==> config.mk <==
export PLATFORM = sky130hd
export DESIGN_NAME = tfh_dev_flat
export DESIGN_NICKNAME = d
export VERILOG_FILES = /design/src/hw/tfh_pkg.sv /design/src/hw/tfh_link_if.sv /design/src/hw/tfh_sticky.sv /design/src/hw/tfh_dev.sv /design/src/flat_wrapper.sv
export VERILOG_INCLUDE_DIRS = /design/src /design/src/hw
export SDC_FILE = /design/constraint.sdc
export NUM_CORES = 1
export LEC_CHECK = 0
export ABC_CLOCK_PERIOD_IN_PS = 2000
export BUFFER_PORTS_ARGS = -buffer_cell sky130_fd_sc_hd__buf_2
export CORE_ASPECT_RATIO = 1.1
export CORE_MARGIN = 2
export CORE_UTILIZATION = 38
export CTS_CLUSTER_SIZE = 12
export DETAILED_ROUTE_END_ITERATION = 6
export GPL_TIMING_DRIVEN = 0
export PLACE_DENSITY = 0.62
export SLEW_MARGIN = 25
export SYNTH_ARGS = -nofsm -noshare
export SYNTH_HDL_FRONTEND = slang
export SYNTH_SLANG_ARGS = --single-unit
==> constraint.sdc <==
create_clock -name clk_i -period 2 [get_ports clk_i]
set_clock_uncertainty 0.15 [all_clocks]
set_input_delay 0.1 -clock clk_i [delete_from_list [all_inputs] [get_ports clk_i]]
set_output_delay 0.1 -clock clk_i [all_outputs]
set_load 0.03 [all_outputs]
==> src/hw/tfh_cfg.svh <==
// Purpose: Constants shared by both ends of the sensor control link
// Assumes: Included by bare name from the device, host and verification files
// Notes:   Offsets, codes, bit positions, field widths and reset values only
`ifndef TFH_CFG_SVH
`define TFH_CFG_SVH

// ****************************************
// Device register map
// ****************************************
`define TFH_OFF_APP      8'h00
`define TFH_OFF_REV      8'h01
`define TFH_OFF_REQ      8'h02
`define TFH_OFF_PWR      8'hE0
`define TFH_OFF_FLAG     8'hE1
`define TFH_OFF_INTEN    8'hE2
`define TFH_HI_BASE      8'hE0

// ****************************************
// Codes, fields, reset values
// ****************************************
`define TFH_CODE_MEAS    8'hC0
`define TFH_CODE_BOOT    8'h80
`define TFH_BYTE_RST     8'h00
`define TFH_PWR_RST_BIT  7
`define TFH_PWR_UP_BIT   6
`define TFH_PWR_OSC_BIT  0
`define TFH_OSC_RST      1'b1
`define TFH_NFLAG        2
`define TFH_FLAG_RES     0
`define TFH_FLAG_HIST    1
`define TFH_FLAG_RST     2'h0

// ****************************************
// Host controller register map
// ****************************************
`define TFH_H_SWITCH     8'h00
`define TFH_H_STAT       8'h01
`define TFH_H_ADDR       8'h02
`define TFH_H_WDATA      8'h03
`define TFH_H_GO         8'h04
`define TFH_H_RDATA      8'h05
`define TFH_H_IRQ_ST     8'h06
`define TFH_H_IRQ_MASK   8'h07
`define TFH_H_GO_WR      0
`define TFH_H_GO_RD      1
`define TFH_H_NIRQ       3
`define TFH_H_EV_SWITCH  0
`define TFH_H_EV_DEVINT  1
`define TFH_H_EV_ACCESS  2
`define TFH_H_IRQ_RST    3'h0

`endif

==> src/hw/tfh_pkg.sv <==
// Purpose: Types shared by both ends
// Assumes: Nothing beyond the constants header
// Notes:   Host states are Gray coded along the switch path
package tfh_pkg;
	// Link byte
	typedef logic [7:0] tfh_byte_t;

	// Host sequencer states
	typedef enum logic [2:0] {
		TFH_ST_IDLE = 3'h0,
		TFH_ST_REQ  = 3'h1,
		TFH_ST_POLL = 3'h3,
		TFH_ST_CHK  = 3'h2,
		TFH_ST_ACC  = 3'h6
	} tfh_state_t;
endpackage : tfh_pkg

==> src/hw/tfh_link_if.sv <==
// Purpose: Register link between host controller and sensor device
// Assumes: Both ends on the same clock
// Notes:   Read data stands the cycle after the read strobe only
`timescale 1ns/1ps
interface tfh_link_if;
	import tfh_pkg::*;
	tfh_byte_t addr;   // Register offset
	tfh_byte_t wdata;  // Write data
	logic      wr;     // Write strobe
	logic      rd;     // Read strobe
	tfh_byte_t rdata;  // Read data, one cycle later
	logic      int_n;  // Interrupt, active low

	// Host end
	modport host (output addr, output wdata, output wr, output rd,
		input rdata, input int_n);
	// Device end
	modport dev (input addr, input wdata, input wr, input rd,
		output rdata, output int_n);
endinterface : tfh_link_if

==> src/hw/tfh_sticky.sv <==
// Purpose: Sticky event bits cleared by writing one
// Assumes: Clear mask already qualified by write decode
// Notes:   Set wins over a clear in the same cycle
`timescale 1ns/1ps
module tfh_sticky #(
	parameter int W = 2
) (
	// Clock and reset
	input  wire logic         clk_i,
	input  wire logic         rst_n_i,
	// Events and clear mask
	input  wire logic [W-1:0] set_i,
	input  wire logic [W-1:0] clr_i,
	// Held bits
	output logic      [W-1:0] q_o
);
	genvar g;
	// One flop per event bit
	for (g = 0; g < W; g++) begin : g_bit
		logic bit_q;
		logic bit_d;
		assign bit_d = set_i[g] | (bit_q & ~clr_i[g]);
		// Bit register
		always_ff @(posedge clk_i) begin
			if (!rst_n_i) begin
				bit_q <= 1'b0;
			end else begin
				bit_q <= bit_d;
			end
		end
		assign q_o[g] = bit_q;
	end
endmodule : tfh_sticky

==> src/hw/tfh_dev.sv <==
// Purpose: Sensor device end: host visible control and status registers
// Assumes: Firmware side drives the fw_* inputs on the same clock
// Notes:   Low space is closed while the core-up flag is clear
`timescale 1ns/1ps
`include "tfh_cfg.svh"
module tfh_dev
	import tfh_pkg::*;
(
	// Clock and reset
	input  wire logic      clk_i,
	input  wire logic      rst_n_i,
	// Link
	tfh_link_if.dev        link,
	// Firmware writes to host visible registers, standby done to the oscillator
	input  wire tfh_byte_t fw_app_code_i,
	input  wire logic      fw_app_code_we_i,
	input  wire tfh_byte_t fw_rev_i,
	input  wire logic      fw_rev_we_i,
	input  wire logic      fw_core_up_i,
	input  wire logic      fw_standby_i,
	// Firmware events
	input  wire logic      fw_result_evt_i,
	input  wire logic      fw_hist_evt_i,
	// Core control towards firmware
	output tfh_byte_t      launch_request_o,
	output logic           cpu_reset_o,
	output logic           osc_wake_irq_o,
	output logic           standby_irq_o,
	output logic           osc_run_o,
	output logic           fw_idle_o
);
	// ****************************************
	// State
	// ****************************************
	tfh_byte_t              app_q;       // Running application code
	tfh_byte_t              rev_q;       // Major revision
	tfh_byte_t              req_q;       // Launch request
	logic                   core_up_q;   // Core ready for low space
	logic                   osc_pon_q;   // Oscillator power-on bit
	logic                   osc_run_q;   // Oscillator running
	logic                   rst_q;       // Core reset pulse
	logic                   wake_q;      // Wake interrupt pulse
	logic                   stby_q;      // Standby request pulse
	logic                   idle_q;      // Measure app idling
	logic [`TFH_NFLAG-1:0]  inten_q;     // Interrupt enables
	logic [`TFH_NFLAG-1:0]  flags;       // Interrupt flags
	logic                   int_n_q;     // Interrupt pin
	tfh_byte_t              rdata_q;     // Read data
	tfh_byte_t              rd_mux;      // Read selection

	// ****************************************
	// Address decode
	// ****************************************
	wire lo_space   = link.addr < `TFH_HI_BASE;
	wire lo_open    = core_up_q;
	wire wr_app     = link.wr && link.addr == `TFH_OFF_APP && lo_open;
	wire wr_rev     = link.wr && link.addr == `TFH_OFF_REV && lo_open;
	wire wr_req     = link.wr && link.addr == `TFH_OFF_REQ && lo_open;
	wire wr_pwr     = link.wr && link.addr == `TFH_OFF_PWR;
	wire wr_flag    = link.wr && link.addr == `TFH_OFF_FLAG;
	wire wr_inten   = link.wr && link.addr == `TFH_OFF_INTEN;
	wire wd_rst     = link.wdata[`TFH_PWR_RST_BIT];
	wire wd_osc     = link.wdata[`TFH_PWR_OSC_BIT];
	wire wake_d     = wr_pwr && !osc_pon_q && wd_osc;
	wire stby_d     = wr_pwr && !wd_osc;
	wire app_boot   = app_q == `TFH_CODE_BOOT;
	wire app_meas   = app_q == `TFH_CODE_MEAS;
	wire rst_d      = (wr_pwr && wd_rst) || (wake_q && app_boot);
	wire [`TFH_NFLAG-1:0] flag_set;
	wire [`TFH_NFLAG-1:0] flag_clr;
	assign flag_set[`TFH_FLAG_RES]  = fw_result_evt_i;
	assign flag_set[`TFH_FLAG_HIST] = fw_hist_evt_i;
	assign flag_clr = wr_flag ? link.wdata[`TFH_NFLAG-1:0] : `TFH_FLAG_RST;
	wire irq_any    = |(flags & inten_q);

	// ****************************************
	// Interrupt flags
	// ****************************************
	tfh_sticky #(
		.W(`TFH_NFLAG)
	) u_flags (
		.clk_i  (clk_i),
		.rst_n_i(rst_n_i),
		.set_i  (flag_set),
		.clr_i  (flag_clr),
		.q_o    (flags)
	);

	// ****************************************
	// Core registers, cleared by core reset
	// ****************************************
	// Application identity and request
	always_ff @(posedge clk_i) begin
		if (!rst_n_i || rst_q) begin
			app_q <= `TFH_BYTE_RST;
			rev_q <= `TFH_BYTE_RST;
			req_q <= `TFH_BYTE_RST;
		end else begin
			if (fw_app_code_we_i) begin
				app_q <= fw_app_code_i;
			end else if (wr_app) begin
				app_q <= link.wdata;
			end
			if (fw_rev_we_i) begin
				rev_q <= fw_rev_i;
			end else if (wr_rev) begin
				rev_q <= link.wdata;
			end
			if (wr_req) begin
				req_q <= link.wdata;
			end
		end
	end

	// Core-up flag
	always_ff @(posedge clk_i) begin
		if (!rst_n_i || rst_q) begin
			core_up_q <= 1'b0;
		end else if (fw_core_up_i) begin
			core_up_q <= 1'b1;
		end
	end

	// Measure app idle after wake
	always_ff @(posedge clk_i) begin
		if (!rst_n_i || rst_q) begin
			idle_q <= 1'b0;
		end else if (wake_q && app_meas) begin
			idle_q <= 1'b1;
		end else if (stby_q) begin
			idle_q <= 1'b0;
		end
	end

	// ****************************************
	// Power and oscillator control
	// ****************************************
	// Power-on bit and pulses
	always_ff @(posedge clk_i) begin
		if (!rst_n_i) begin
			osc_pon_q <= `TFH_OSC_RST;
			rst_q     <= 1'b0;
			wake_q    <= 1'b0;
			stby_q    <= 1'b0;
		end else begin
			if (wr_pwr) begin
				osc_pon_q <= wd_osc;
			end
			rst_q  <= rst_d;
			wake_q <= wake_d;
			stby_q <= stby_d;
		end
	end

	// Oscillator run state
	always_ff @(posedge clk_i) begin
		if (!rst_n_i) begin
			osc_run_q <= `TFH_OSC_RST;
		end else if (wake_d) begin
			osc_run_q <= 1'b1;
		end else if (fw_standby_i) begin
			osc_run_q <= 1'b0;
		end
	end

	// Interrupt enables
	always_ff @(posedge clk_i) begin
		if (!rst_n_i) begin
			inten_q <= `TFH_FLAG_RST;
		end else if (wr_inten) begin
			inten_q <= link.wdata[`TFH_NFLAG-1:0];
		end
	end

	// ****************************************
	// Read path and interrupt pin
	// ****************************************
	// Read selection
	always_comb begin
		rd_mux = `TFH_BYTE_RST;
		if (lo_space && !lo_open) begin
			rd_mux = `TFH_BYTE_RST;
		end else if (link.addr == `TFH_OFF_APP) begin
			rd_mux = app_q;
		end else if (link.addr == `TFH_OFF_REV) begin
			rd_mux = rev_q;
		end else if (link.addr == `TFH_OFF_REQ) begin
			rd_mux = req_q;
		end else if (link.addr == `TFH_OFF_PWR) begin
			rd_mux[`TFH_PWR_RST_BIT] = rst_q;
			rd_mux[`TFH_PWR_UP_BIT]  = core_up_q;
			rd_mux[`TFH_PWR_OSC_BIT] = osc_pon_q;
		end else if (link.addr == `TFH_OFF_FLAG) begin
			rd_mux[`TFH_NFLAG-1:0] = flags;
		end else if (link.addr == `TFH_OFF_INTEN) begin
			rd_mux[`TFH_NFLAG-1:0] = inten_q;
		end
	end

	// Read data and pin flops
	always_ff @(posedge clk_i) begin
		if (!rst_n_i) begin
			rdata_q <= `TFH_BYTE_RST;
			int_n_q <= 1'b1;
		end else begin
			rdata_q <= link.rd ? rd_mux : `TFH_BYTE_RST;
			int_n_q <= !irq_any;
		end
	end

	// ****************************************
	// Outputs
	// ****************************************
	assign link.rdata       = rdata_q;
	assign link.int_n       = int_n_q;
	assign launch_request_o = req_q;
	assign cpu_reset_o      = rst_q;
	assign osc_wake_irq_o   = wake_q;
	assign standby_irq_o    = stby_q;
	assign osc_run_o        = osc_run_q;
	assign fw_idle_o        = idle_q;
endmodule : tfh_dev

==> src/flat_wrapper.sv <==
// flat-port wrapper written by rule: the top's interface ports become plain ports
module tfh_dev_flat import tfh_pkg::*;
  (clk_i, rst_n_i, fw_app_code_i, fw_app_code_we_i, fw_rev_i, fw_rev_we_i, fw_core_up_i, fw_standby_i, fw_result_evt_i, fw_hist_evt_i, launch_request_o, cpu_reset_o, osc_wake_irq_o, standby_irq_o, osc_run_o, fw_idle_o, link_addr, link_wdata, link_wr, link_rd, link_rdata, link_int_n);
  tfh_link_if link_i ();
  input  wire logic clk_i;
  input  wire logic rst_n_i;
  input  wire tfh_byte_t fw_app_code_i;
  input  wire logic fw_app_code_we_i;
  input  wire tfh_byte_t fw_rev_i;
  input  wire logic fw_rev_we_i;
  input  wire logic fw_core_up_i;
  input  wire logic fw_standby_i;
  input  wire logic fw_result_evt_i;
  input  wire logic fw_hist_evt_i;
  output tfh_byte_t launch_request_o;
  output logic cpu_reset_o;
  output logic osc_wake_irq_o;
  output logic standby_irq_o;
  output logic osc_run_o;
  output logic fw_idle_o;
  input wire logic [$bits(link_i.addr)-1:0] link_addr;
  input wire logic [$bits(link_i.wdata)-1:0] link_wdata;
  input wire logic [$bits(link_i.wr)-1:0] link_wr;
  input wire logic [$bits(link_i.rd)-1:0] link_rd;
  output wire logic [$bits(link_i.rdata)-1:0] link_rdata;
  output wire logic [$bits(link_i.int_n)-1:0] link_int_n;
  assign link_i.addr = link_addr;
  assign link_i.wdata = link_wdata;
  assign link_i.wr = link_wr;
  assign link_i.rd = link_rd;
  assign link_rdata = link_i.rdata;
  assign link_int_n = link_i.int_n;
  tfh_dev u_core (.clk_i(clk_i), .rst_n_i(rst_n_i), .link(link_i), .fw_app_code_i(fw_app_code_i), .fw_app_code_we_i(fw_app_code_we_i), .fw_rev_i(fw_rev_i), .fw_rev_we_i(fw_rev_we_i), .fw_core_up_i(fw_core_up_i), .fw_standby_i(fw_standby_i), .fw_result_evt_i(fw_result_evt_i), .fw_hist_evt_i(fw_hist_evt_i), .launch_request_o(launch_request_o), .cpu_reset_o(cpu_reset_o), .osc_wake_irq_o(osc_wake_irq_o), .standby_irq_o(standby_irq_o), .osc_run_o(osc_run_o), .fw_idle_o(fw_idle_o));
endmodule
### Yosys cells after proc, flatten, opt, wreduce, memory -nomap -nowiden

Index checks and enable logic that the tools add are counted.
Widths: inputs -> output; s select.

| cells by class | value |
|---|---|
| order comparisons | 1 |
| equal/unequal tests | 7 |
| multiplexer cells | 17 |
| bitwise gates (word level) | 9 |
| reductions and logical operators | 30 |

Operators with widths:

| cell | count |
|---|---|
| $mux 8 | 6 |
| $eq 8x8->1 const B | 5 |
| $logic_and 1x1->1 | 16 |
| $mux 2 | 6 |
| $eq 8x1->1 const B | 1 |
| $eq 8x2->1 const B | 1 |
| $logic_not 8->1 | 1 |
| $lt 8x8->1 const B | 1 |
| $reduce_bool 2->1 | 3 |
| $logic_not 1->1 | 5 |
| $mux 1 | 4 |
| $mux 4 | 1 |
| $not 1->1 | 4 |
| $reduce_or 2->1 | 2 |
| $reduce_or 3->1 | 1 |
| $and 1x1->1 | 2 |
| $and 2x2->2 | 1 |
| $logic_or 1x1->1 | 2 |
| $or 1x1->1 | 2 |

| word-level totals | value |
|---|---|
| register bits | 44 |
| input port bits | 42 |
| output and inout bits | 22 |

### Depth between registers and ports, before layout

| logic depth | value |
|---|---|
| word-level depth | 7 |
| mapped depth | 5 |

### By module

A second synthesis with hierarchy kept.

| unflattened totals | value |
|---|---|
| cell total of the unflattened synthesis | 245 |
| area total of the unflattened synthesis | 2,097.0 sq um |

By module, submodules not included:

| module | times used | cells each | area each (sq um) |
|---|---|---|---|
| tfh_dev | 1 | 237 | 1,999.4 |
| tfh_sticky | 1 | 8 | 97.6 |

### Worst setup path after synthesis

No wires, ideal clock.

| timing | value |
|---|---|
| path type | reg-to-reg |
| start | register u_core.rst_q, in the netlist u_core.cpu_reset_o |
| end | register u_core.rev_q[0] |
| library setup time | 0.138 ns |
| arrival | 1.454 ns |
| data required time | 1.712 ns |
| slack | 0.258 ns |
| stages on the path, launching flop included | 5 |
| buffers on the path | 2 |
| cells stage by stage | dfxtp_1 -> nand2b_1 -> clkbuf_1 -> clkbuf_1 -> nor3_2 |

| on the way | value |
|---|---|
| cells in the longest elaborated chain, start to end | 1 |

RTL lines:

| what | RTL line | text |
|---|---|---|
| from (decl) | tfh_dev.sv:41 | `logic rst_q;` |
| from (signal assigned) | tfh_dev.sv:149 | `rst_q <= rst_d;` |
| $logic_or 1x1->1 | tfh_dev.sv:94 | `if (!rst_n_i \|\| rst_q) begin` |
| to (signal assigned) | tfh_dev.sv:96 | `` rev_q <= `TFH_BYTE_RST; `` |
| to (signal assigned) | tfh_dev.sv:105 | `rev_q <= fw_rev_i;` |
| to (signal assigned) | tfh_dev.sv:107 | `rev_q <= link.wdata;` |
| to (decl) | tfh_dev.sv:36 | `tfh_byte_t rev_q;` |

No other way between the ends.
A chain may end at the register's enable or synchronous reset.

### Worst setup path in the final report

| timing | value |
|---|---|
| start | register u_core.rst_q, in the netlist u_core.cpu_reset_o |
| end | register u_core.rev_q[3] |

The elaborated chain is that of the path after synthesis.

==> flow_summary.toml <==
[place]
detailed_place.area_sq_mm = 0.00260
port_buffers = 62
place_hpwl_mm = 4.26
gp_congestion = 0.826
post-place-ws_ns = 0.117

[critical_path]
crit_path_end = "u_core.rev_q[3]$_SDFFE_PP0P_"
crit_start = "u_core.cpu_reset_o$_SDFF_PN0_"
worstSetupStartpointType = "flip-flop"
crit_fanout = 10
rrSetupSlack_ns = 0.12
ff2ff_path_depth = 4
arrival_ns = 1.89
r2r-end = "u_core.rev_q[3]$_SDFFE_PP0P_"
cp.required_ns = 2.01
timing.rr.start = "u_core.cpu_reset_o$_SDFF_PN0_"
cp-end-kind = "flip-flop"
path_class = "flip-flop to flip-flop"

[timing]
setup_viol = 0
relSlewSlack_pct = 52.2
rsz0062_at_grt = "no"
hold_violations = 0
fin_ws_ns = 0.120
min_period_ns = 1.88
fmax_mhz = 532
worst_pin_slew_ns = 0.717
drv_slew = 0
setup_tns_ns = 0
finalCritPeriodShare_pct = 94.0

[synth]
synth_top_area_share_pct = 40.2
synth_cell_types = 41
ys.flop_type = "dfxtp_1"
syn_nets = 292
ys_seq_area_share_pct = 40.2
synthArstFlopShare_pct = 0
synth-edff-count = 0
yosys_warnings = 0
synth_area_sq_mm = 0.00219
synth-seq-cells = 44
avgSynthCellArea_sq_um = 8.76
syn_inst = 250
synth_area_leaders = "dfxtp_1 (40%), nor2_1 (7.0%), mux2_4 (5.5%), mux2i_1 (3.7%), nor3_2 (3.7%)"
yosysTopAreaCell = "dfxtp_1"

[finish]
antenna_cells = 0
design_area_sq_mm = 0.00294
final_nets = 388
area_growth_pct = 34.5
drive_gt1_share_pct = 28.3
n_fill_cell = 549
layout_common_cells = "buf_2 (63), dfxtp_1 (44), nor2_1 (41)"
final_common_cell = "buf_2"

[drt]
route.met3.wl_um = 273
drcViolationCount = 0
drt_iter0_drc = 187
final_antenna_net_count = 0
routed_wl_mm = 5.90
wl_met2_mm = 2.81
post_drt_wl_per_cell_um = 13.9
dr.pass1.iters = 4
wl_met1_mm = 2.73
avgViaCountPerCell = 4.91
via_count = 2078
top_layer_used = "met4"

[floorplan]
fp.dieW_um = 76.4
coreArea_sq_mm = 0.00566
num_rows = 29
chipHeight_um = 83.6
dieArea_sq_mm = 0.00639
ioPinCount = 64
initial_core_util_pct = 38.7

[clock_tree]
cts_setup_buffers = 0
htree_levels = 2
clock_path_buffers = 2
cts_root_buf = "clkbuf_8"
clk_latency_ns = 0.30
cts.sinks = 44
path_clk_slew_ns = 0.08
cts_inserted_buffers = 5
post_cts_resized = 0
cts_tree = "done"

[power]
max-vdd-ir-drop_mv = 0.380
p_leak_uw = 0.00133
powerDensity_mw_per_mm2 = 587

[run_status]
status = "complete, no violations"

[worst_hold_path]
hold_class = "input port to flip-flop"

[global_routing]
grt_pass1_wl_mm = 9.47
grt_remaining_overflow = 0
gr-usage-all-layers_pct = 18.5
grt_pass1_vias = 1981
grt_max_degree = 13
antenna_found_initial = 0

[run]
maxCapViolations = 0
-- final cells by class --
class	count	area [sq um]	area share (%)
Multi-Input combinational cell	173	1170	39.7
Sequential cell	44	881	29.9
Timing Repair Buffer	89	581	19.7
Tap cell	77	96.3	3.27
Inverter	21	78.8	2.68
Clock buffer	6	72.6	2.46
Buffer	12	61.3	2.08
Clock inverter	1	5.00	0.170
-- worst max-delay path: stages, from the launching register on --
cell and delay (ns):
dfxtp_1 0.39, nand2b_1 0.12, clkbuf_1 0.38, clkbuf_1 0.60, nor3_2 0.10
-- synthesized netlist by cell type (all sizes together) (4+ instances only) --
library cell	n
nand2b	4
mux2	8
nor2	41
nor3	11
a221oi	5
a32oi	4
nand2	20
o21ai	13
nor2b	11
dfxtp	44
and2	6
a21oi	11
mux2i	8
clkbuf	9
inv	21
-- registers in the layout, summed over array words and instances, names as in the netlist, 2 cells and up --
| name | count |
|---|---|
| u_core.rev_q | 8 |
| u_core.link.rdata | 8 |
| u_core.inten_q | 2 |
| u_core.u_flags.g_bit.bit_q | 2 |
| u_core.app_q | 8 |
| u_core.launch_request_o | 8 |
-- report_power, final --
group          internal (uW)  total, uW  switching (uW)
registers                904        925            21.2
clock network            238        536             298
logic                    134        267             133
total                   1280       1730             452
-- logic make-up (layout without fill, tap and decap cells) --
group           Yosys count  in the layout  synth area share [%]
compound gates           49             49                  16.9
buf+inv                  33            129                  6.40
flops                    44             44                  40.2
mux                      16             16                  9.14
simple gates            108            108                  27.3
-- routing by layer --
layer  vias up  GRT usage (%)
met5         -              0
met4         0           4.96
met3         6           3.68
met2        66           31.3
met1       951           23.9
li1       1055              -
-- repair_timing --
action,CTS,global route
hold buffers,27,0
endpoints found under the hold margin,27,0
endpoints found under the setup margin,0,0
-- how the worst min path moves through the flow --
stage / endpoint / slack [ns] / depth (start not counted) / from
2_1_floorplan: u_core.core_up_q$_SDFFE_PP0P_ / 0.07 / 2 / fw_core_up_i
3_3_place_gp: u_core.core_up_q$_SDFFE_PP0P_ / 0.15 / 3 / fw_core_up_i
3_5_place_dp: u_core.core_up_q$_SDFFE_PP0P_ / 0.16 / 3 / fw_core_up_i
4_1_cts: u_core.osc_run_o$_SDFFE_PP1P_ / 0.007 / 3 / fw_standby_i
5_1_grt: u_core.inten_q[0]$_SDFFE_PN0P_ / 0.02 / 4 / rst_n_i
6_report: u_core.osc_run_o$_SDFFE_PP1P_ / 0.01 / 3 / fw_standby_i
-- through the flow --
stage / hold slack, ns / util [%] / cells / total power (uW)
3_3_place_gp: 0.154 / 45.9 / 389 / 1170
6_report: 0.0124 / 52.0 / 423 / 1730
3_5_place_dp: 0.163 / 45.9 / 389 / 1170
2_1_floorplan: 0.0658 / - / 250 / 1080
5_1_grt: 0.0176 / 52.0 / 423 / 1800
4_1_cts: 0.00682 / 52.0 / 423 / 1730
Note: power is estimated with default switching activity, not from simulation.
